`config.mk`:
```
export PLATFORM = sky130hd
export DESIGN_NAME = ssr_receiver
export DESIGN_NICKNAME = d
export VERILOG_FILES = /design/src/hdl/ssr_pkg.sv /design/src/hdl/ssr_receiver.sv
export SDC_FILE = /design/constraint.sdc
export NUM_CORES = 1
export LEC_CHECK = 0
export BUFFER_PORTS_ARGS = -buffer_cell sky130_fd_sc_hd__buf_2
export CAP_MARGIN = 20
export CORE_MARGIN = 2
export CORE_UTILIZATION = 44
export DETAILED_ROUTE_END_ITERATION = 7
export PLACE_DENSITY = 0.56
export SYNTH_ARGS = -nofsm -noshare
export SYNTH_HDL_FRONTEND = slang
export SYNTH_SLANG_ARGS = --single-unit
```
`constraint.sdc`:
```
create_clock -name clock -period 4.4 [get_ports clock]
set_input_delay 0.44 -clock clock [delete_from_list [all_inputs] [get_ports clock]]
set_output_delay 0.44 -clock clock [all_outputs]
set_load 0.02 [all_outputs]
```
`src/hdl/ssr_pkg.sv`:
```
// Behaviour
// - Marking idle line never starts a cycle.
// - Spacing start interval starts the cycle.
// - Running cycle is never restarted or aborted.
// - Stop impulse ends cycle; wait for start.
// - Sampled level held until next sample.
// - Five stages, set only when sampled marking.
// - Full pattern held until next start.
// - New start clears previous pattern first.
// - Sampling instant adjustable within each element.
// - Phase setting shifts stop; held until changed.
// - Disengaged cycle unit keeps position stationary.
// - Spacing unit advances one third, stops.
// - Line-feed unit advances one or two thirds.
// - Other four units run one full cycle.
// - One-unit elements, 1.42-unit marking stop.
package ssr_pkg;
    localparam int CLK_NS = 4;
    // One element at 22.8 dot cycles per second
    localparam longint UNIT_NS = 64'd21929825;
    localparam int UNIT_CYC = int'(UNIT_NS / CLK_NS);
    localparam int STOP_HUNDREDTHS = 142;
    localparam int CHAR_HUNDREDTHS = 600 + STOP_HUNDREDTHS;
    localparam int NUM_SEL = 5;
    localparam logic [2:0] ELEM_STOP = 3'h6;
    localparam int PHASE_W = 4;
    localparam logic [3:0] PHASE_MID = 4'h8;
    localparam int CYC_STEPS = 48;
    localparam int POS_W = 6;
    localparam int NUM_UNITS = 6;
    localparam int SPACE_UNIT = 0;
    localparam int LF_UNIT = 1;
    localparam int CODE_UNIT = 2;
    // One master revolution spans one character time
    localparam int TB_DIV_CYC =
        int'(64'(UNIT_CYC) * CHAR_HUNDREDTHS / (100 * CYC_STEPS));
    localparam int FIFO_DEPTH = 16;

    typedef enum logic [1:0] {RX_IDLE, RX_RUN, RX_PUSH} ssr_rx_state_t;

    typedef struct packed {
        logic frame_err;
        logic [NUM_SEL-1:0] code;
    } ssr_char_t;

    typedef struct packed {
        logic moving;
        logic [POS_W-1:0] pos;
    } ssr_unit_t;
endpackage

```
`src/hdl/ssr_receiver.sv`:
```
`timescale 1ns/1ps
`default_nettype none

module ssr_fifo #(
    parameter int WIDTH = 6,
    parameter int DEPTH = 16
) (
    // Clock and reset
    input wire logic clock,
    input wire logic rst_b,
    input wire logic ce,
    // Fill side
    input wire logic in_valid,
    output logic in_ready,
    input wire logic [WIDTH-1:0] in_data,
    // Drain side
    output logic out_valid,
    input wire logic out_ready,
    output logic [WIDTH-1:0] out_data
);
    localparam int AW = $clog2(DEPTH);
    localparam logic [AW:0] FULL = (AW+1)'(DEPTH);
    localparam logic [AW-1:0] LAST = AW'(DEPTH - 1);

    typedef struct packed {
        logic [DEPTH-1:0][WIDTH-1:0] mem;
        logic [AW-1:0] wp;
        logic [AW-1:0] rp;
        logic [AW:0] cnt;
        logic ov;
        logic [WIDTH-1:0] od;
    } ssr_fifo_st_t;

    ssr_fifo_st_t s;
    ssr_fifo_st_t next_s;
    logic do_wr;
    logic do_rd;

    assign in_ready = (s.cnt != FULL);
    assign out_valid = s.ov;
    assign out_data = s.od;

    always_comb begin
        next_s = s;
        do_wr = in_valid && (s.cnt != FULL);
        do_rd = (s.cnt != '0) && (!s.ov || out_ready);
        if (do_wr) begin
            next_s.mem[s.wp] = in_data;
            next_s.wp = (s.wp == LAST) ? '0 : s.wp + 1'b1;
        end
        if (do_rd) begin
            next_s.od = s.mem[s.rp];
            next_s.ov = 1'b1;
            next_s.rp = (s.rp == LAST) ? '0 : s.rp + 1'b1;
        end else if (out_ready) begin
            next_s.ov = 1'b0;
        end
        if (do_wr && !do_rd) begin
            next_s.cnt = s.cnt + 1'b1;
        end else if (do_rd && !do_wr) begin
            next_s.cnt = s.cnt - 1'b1;
        end
    end

    always_ff @(posedge clock or negedge rst_b) begin
        if (!rst_b) begin
            s <= '0;
        end else if (ce) begin
            s <= next_s;
        end
    end
endmodule // ssr_fifo

module ssr_receiver #(
    parameter int UNIT_CYCLES = ssr_pkg::UNIT_CYC,
    parameter int TB_DIV = ssr_pkg::TB_DIV_CYC,
    parameter int DEPTH = ssr_pkg::FIFO_DEPTH
) (
    // Clock, reset, enable
    input wire logic clock,
    input wire logic rst_b,
    input wire logic ce,
    // Line, marking high
    input wire logic line_mark,
    // Orientation setting
    input wire logic [ssr_pkg::PHASE_W-1:0] phase_set,
    input wire logic phase_load,
    output logic [ssr_pkg::PHASE_W-1:0] phase_now,
    // Receiver status
    output logic [ssr_pkg::NUM_SEL-1:0] pattern,
    output logic char_strobe,
    output logic busy,
    output logic line_level,
    // Cycle units
    input wire logic [ssr_pkg::NUM_UNITS-1:0] unit_trip,
    input wire logic lf_double,
    output ssr_pkg::ssr_unit_t [ssr_pkg::NUM_UNITS-1:0] units,
    // Character stream
    output ssr_pkg::ssr_char_t char_out,
    output logic char_valid,
    input wire logic char_ready
);
    localparam int THIRD = ssr_pkg::CYC_STEPS / 3;
    localparam logic [ssr_pkg::POS_W-1:0] LAST_POS = ssr_pkg::POS_W'(ssr_pkg::CYC_STEPS - 1);
    localparam logic [31:0] UNIT_LAST = 32'(UNIT_CYCLES - 1);
    localparam logic [31:0] TB_LAST = 32'(TB_DIV - 1);
    // Reset value of the sampling offset, mid-element phase
    localparam logic [31:0] OFF_MID = 32'((64'(UNIT_CYCLES) * 64'(ssr_pkg::PHASE_MID)) >> 4);

    typedef struct packed {
        ssr_pkg::ssr_rx_state_t st;
        logic line_q;
        logic line_lvl;
        logic [31:0] cnt;
        logic [31:0] offset;
        logic [2:0] elem;
        logic [ssr_pkg::NUM_SEL-1:0] pattern;
        logic strobe;
        logic busy;
        ssr_pkg::ssr_char_t pend;
        logic [ssr_pkg::PHASE_W-1:0] phase;
        logic [31:0] tb_div;
        ssr_pkg::ssr_unit_t [ssr_pkg::NUM_UNITS-1:0] units;
        logic [ssr_pkg::NUM_UNITS-1:0][ssr_pkg::POS_W-1:0] rem;
    } ssr_state_t;

    ssr_state_t s;
    ssr_state_t next_s;
    logic fifo_ready;
    logic sample_now;

    // Sampling point as a fraction of an element, in sixteenths
    function automatic logic [31:0] frac_off(input int unit, input logic [3:0] ph);
        logic [35:0] prod;
        prod = 36'(unit) * 36'(ph);
        return prod[35:4];
    endfunction

    function automatic logic [ssr_pkg::POS_W-1:0] unit_steps(input int idx, input logic dbl);
        logic [ssr_pkg::POS_W-1:0] n;
        n = ssr_pkg::POS_W'(ssr_pkg::CYC_STEPS);
        if (idx == ssr_pkg::SPACE_UNIT) begin
            n = ssr_pkg::POS_W'(THIRD);
        end else if (idx == ssr_pkg::LF_UNIT) begin
            n = dbl ? ssr_pkg::POS_W'(2 * THIRD) : ssr_pkg::POS_W'(THIRD);
        end
        return n;
    endfunction

    assign sample_now = (s.st == ssr_pkg::RX_RUN) && (s.cnt == s.offset);
    assign pattern = s.pattern;
    assign char_strobe = s.strobe;
    assign busy = s.busy;
    assign line_level = s.line_lvl;
    assign phase_now = s.phase;
    assign units = s.units;

    always_comb begin
        next_s = s;
        next_s.line_q = line_mark;
        next_s.strobe = 1'b0;
        if (phase_load) begin
            next_s.phase = phase_set;
        end
        case (s.st)
            ssr_pkg::RX_IDLE: begin
                // New phase only applies between characters
                next_s.offset = frac_off(UNIT_CYCLES, s.phase);
                if (s.line_q && !line_mark) begin
                    next_s.st = ssr_pkg::RX_RUN;
                    next_s.pattern = '0;
                    next_s.cnt = '0;
                    next_s.elem = '0;
                end
            end
            ssr_pkg::RX_RUN: begin
                // Line edges here do not touch the element count
                next_s.cnt = (s.cnt == UNIT_LAST) ? '0 : s.cnt + 1'b1;
                if (s.cnt == UNIT_LAST) begin
                    next_s.elem = s.elem + 1'b1;
                end
                if (sample_now) begin
                    next_s.line_lvl = line_mark;
                    if (s.elem != '0 && s.elem != ssr_pkg::ELEM_STOP) begin
                        next_s.pattern[s.elem - 1'b1] = line_mark;
                    end
                    if (s.elem == ssr_pkg::ELEM_STOP) begin
                        // Stop element is sampled inside its 1.42 units
                        next_s.strobe = 1'b1;
                        next_s.pend.code = s.pattern;
                        next_s.pend.frame_err = !line_mark;
                        next_s.st = ssr_pkg::RX_PUSH;
                    end
                end
            end
            ssr_pkg::RX_PUSH: begin
                // A full queue holds the receiver here; starts are missed
                if (fifo_ready) begin
                    next_s.st = ssr_pkg::RX_IDLE;
                end
            end
            default: begin
                next_s.st = ssr_pkg::RX_IDLE;
            end
        endcase

        next_s.busy = (next_s.st != ssr_pkg::RX_IDLE);
        next_s.tb_div = (s.tb_div == TB_LAST) ? '0 : s.tb_div + 1'b1;
        for (int i = 0; i < ssr_pkg::NUM_UNITS; i++) begin
            if (s.rem[i] != '0) begin
                if (s.tb_div == TB_LAST) begin
                    next_s.rem[i] = s.rem[i] - 1'b1;
                    next_s.units[i].pos =
                        (s.units[i].pos == LAST_POS) ? '0 : s.units[i].pos + 1'b1;
                end
            end else if (unit_trip[i] ||
                         (i == ssr_pkg::CODE_UNIT && s.strobe)) begin
                next_s.rem[i] = unit_steps(i, lf_double);
            end
            next_s.units[i].moving = (next_s.rem[i] != '0);
        end
    end

    always_ff @(posedge clock or negedge rst_b) begin
        if (!rst_b) begin
            s <= '0;
            s.st <= ssr_pkg::RX_IDLE;
            s.line_q <= 1'b1;
            s.line_lvl <= 1'b1;
            s.phase <= ssr_pkg::PHASE_MID;
            s.offset <= OFF_MID;
        end else if (ce) begin
            s <= next_s;
        end
    end

    ssr_fifo #(
        .WIDTH($bits(ssr_pkg::ssr_char_t)),
        .DEPTH(DEPTH)
    ) u_fifo (
        .clock(clock),
        .rst_b(rst_b),
        .ce(ce),
        .in_valid(s.st == ssr_pkg::RX_PUSH),
        .in_ready(fifo_ready),
        .in_data(s.pend),
        .out_valid(char_valid),
        .out_ready(char_ready),
        .out_data(char_out)
    );
endmodule // ssr_receiver

`default_nettype wire

```
==> impl_results.md <==
- Post-CTS sizing: 0
- Logic pwr share: 23.2%
- Largest delay contributor family on the critical path: adder cells
- Sum of negative setup slack: 0 ns
- Yosys cell types: 85
- Worst min path class: input pin to asynchronous set/reset pin
- Crit end category: flop
- Post-CTS Setup Bufs: 0
- DIE AREA: 40700 sq um
- Antenna cell count: 0
- Avg WL per Cell: 17.8 um
- Psw: 0.00267 W
- Peak VDD IR: 0.242 mV
- FF-to-FF path depth: 12
- Fin Clk Skew: 0.0207 ns
- YS warnings: 0
- Worst r2r src: phase_now[1]$_DFFE_PN0P_
- Worst path cell trace: fa_1 > inv_1 > fa_1 > inv_1 > ha_1 > nor2_1 > a2111oi_0 > buf_4 > o21ai_0 > a41oi_1 > xnor2_1 > o21ai_0
- Post-Route WL: 38900 um
- Max transition margin: 34.2%
- TritonCTS clock tree: yes
- Via count: 12123
- Final net count: 1723
- Hold slack: -0.0254 ns
- Max Cap Viol: 0
- Leak pwr: 8.62 nW
- Worst EP arrival: 4.22 ns
- Commonest non-fill, non-tap cell in the layout: dfrtp_1
- CTS max path bufs: 3
- Clk root buf: clkbuf_16
- Core area: 38600 sq um
- Hpwl dp: 26600 um
- Final setup fails: 0
- Fin. Hold Viols: 19
- Crit path max fanout: 10
- EDFF count, synth: 0
- Placer Congestion: 0.841
- CP Buf/Inv Count: 3
- Die height: 202 um
- Fin. max-slew vios: 0
- FP Rows: 72
- Synthesized area: 17200 sq um
- Post-CTS Hold Buffers: 0
- Startpoint class of the critical path: flop
- First-pass GRT wire length: 64500 um
- Crit Path Category: flop to flop
- H-tree levels: 2
- Worst-margin pin slew: 0.980 ns
- Total grt overflow: 0
- Reg power frac: 39.6%
- Largest net degree at the start of global routing: 111
- Commonest non-fill, non-tap cells in the layout: dfrtp_1, nand2_1, mux2_2
- Minimum clock period: 3.82 ns
- Via density per instance: 5.55
- Placement Cell Area: 17700 sq um
- Failing checks: negative hold slack
- Mapped Cells: 1618
- CP max stage cell: fa_1
- Period utilisation layout: 86.7%
- Drt first pass iters: 5
- Port-buffer cells: 77
- Syn nets: 1704
- Reg clk slew, reported paths: 0.06 ns
- Global Route Usage Sum: 19.4%
- Register bit total from synthesis: 305
- Share of layout cells above drive strength 1: 21.7%
- CTS Buf Count: 37
- Clock share of power: 37.1%
- IO Pins: 78
- CTS sink count: 305
- Async S/R FF share, synth: 100%
- RSZ-0062 raised after global routing: no
- Initial antenna violation count: 0
- First DRT Iteration DRCs: 816
- Syn avg cell area: 10.6 sq um
- FF-to-FF End: s[150]$_DFFE_PN0P_
- Max Freq: 262 MHz
- Worst Path Required: 4.80 ns
- P_int: 0.00586 W
- Die Span X: 202 um
- Initial core utilization: 44.5%
- Post-DRT Antenna Nets: 0
- Switching share of total power: 31.3%
- Seq/Total Area, Yosys: 44.5%
- Post-route cell area: 19000 sq um
- Worst-skew pair later-pin latency: 0.54 ns
- Slowest stage delay, CP: 0.65 ns
- Internal reg-to-reg setup slack: 0.58 ns
- Drc violations: 0
- Main synth FF type: dfrtp_1
- Area growth syn-to-layout: 10.4%
- Outcome: complete, but fails checks
- PD cells: 449 nW/um^2
- Vias in the first global route: 11882
[worst max path at each step]
stage	startpoint	end	slack, ns	depth (start not counted)
6_report	phase_now[1]$_DFFE_PN0P_	s[150]$_DFFE_PN0P_	0.58	12
5_1_grt	phase_now[1]$_DFFE_PN0P_	s[150]$_DFFE_PN0P_	0.39	12
4_1_cts	phase_now[1]$_DFFE_PN0P_	s[150]$_DFFE_PN0P_	0.57	12
3_5_place_dp	phase_now[1]$_DFFE_PN0P_	s[150]$_DFFE_PN0P_	0.65	12
3_3_place_gp	phase_now[1]$_DFFE_PN0P_	s[150]$_DFFE_PN0P_	0.80	12
2_1_floorplan	phase_now[1]$_DFFE_PN0P_	s[150]$_DFFE_PN0P_	1.12	11
[worst reg2reg max path: stages, from the launching register on]
cell       delay (ns)
dfrtp_1          0.51
fa_1             0.65
inv_1            0.12
fa_1             0.52
inv_1            0.04
ha_1             0.30
nor2_1           0.06
a2111oi_0        0.55
buf_4            0.23
o21ai_0          0.14
a41oi_1          0.32
xnor2_1          0.16
o21ai_0          0.09
[routing by layer]
layer | track usage [%] | wire [um]
met1 | 28.5 | 19300
met3 | 2.69 | 1260
met2 | 30.0 | 17500
met4 | 5.59 | 783
met5 | 0 | 0
[cell type report]
class                   count  area (sq um)
clock buffers              53          1070
clock inverters            15           204
fillers                  3515         19600
inverters                  60           225
multi-input cells        1143          8680
flip-flops and latches    305          7650
well taps                 518           648
repair buffers             90           518
[registers in the layout, indices dropped and copies added, names as in the netlist]
register	flops
busy	1
char_strobe	1
line_level	1
pattern	5
phase_now	4
s	135
u_fifo.out_data	6
u_fifo.out_valid	1
u_fifo.s	109
units	42
[per-stage QoR]
| stage | total power [W] | setup WS [ns] | instances | util [%] | hold WS (ns) |
|---|---|---|---|---|---|
| floorplan | 0.00488 | 1.12 | 1618 | - | 0.144 |
| global placement | 0.00539 | 0.800 | 2116 | 45.9 | 0.459 |
| detailed placement | 0.00541 | 0.647 | 2116 | 45.9 | 0.472 |
| CTS | 0.00863 | 0.575 | 2184 | 49.2 | 0.0136 |
| global route | 0.00904 | 0.392 | 2184 | 49.2 | 0.0500 |
| finish | 0.00853 | 0.585 | 2184 | 49.2 | -0.0254 |
[cell families after synthesis]
group,after synthesis,synth area share [%]
simple gates,538,16.8
flops,305,44.5
compound gates,253,9.54
buf+inv,170,5.07
mux,163,12.6
xor+xnor,120,6.11
fa+ha+maj,69,5.41
[synth_stat cells, drive strengths merged, types with 10 or more instances]
library cell	number	area (sq um)
a21o	10	75.1
nand4	35	255
o31ai	10	75.1
nor4	27	248
a21oi	34	170
nor2b	12	75.1
clkbuf	32	120
or2	10	62.6
nand3	65	330
a31oi	15	93.8
nor3	35	216
inv	59	221
a22o	12	105
xnor2	67	587
buf	78	527
and4	17	149
mux2	127	1430
and3	20	125
dfrtp	289	7230
ha	60	751
nand2	157	589
dfstp	16	420
nor2	103	389
xor2	53	464
mux4	30	676
o21ai	98	490
[power groups by stage]
stage | clock network, W | logic, W | registers (W)
6_report | 0.00317 | 0.00198 | 0.00338
5_1_grt | 0.00339 | 0.00224 | 0.00342
4_1_cts | 0.00326 | 0.00200 | 0.00338
3_5_place_dp | 0 | 0.00198 | 0.00342
3_3_place_gp | 0 | 0.00196 | 0.00342
2_1_floorplan | 0 | 0.00158 | 0.00330
Note: power is estimated with default switching activity, not from simulation.
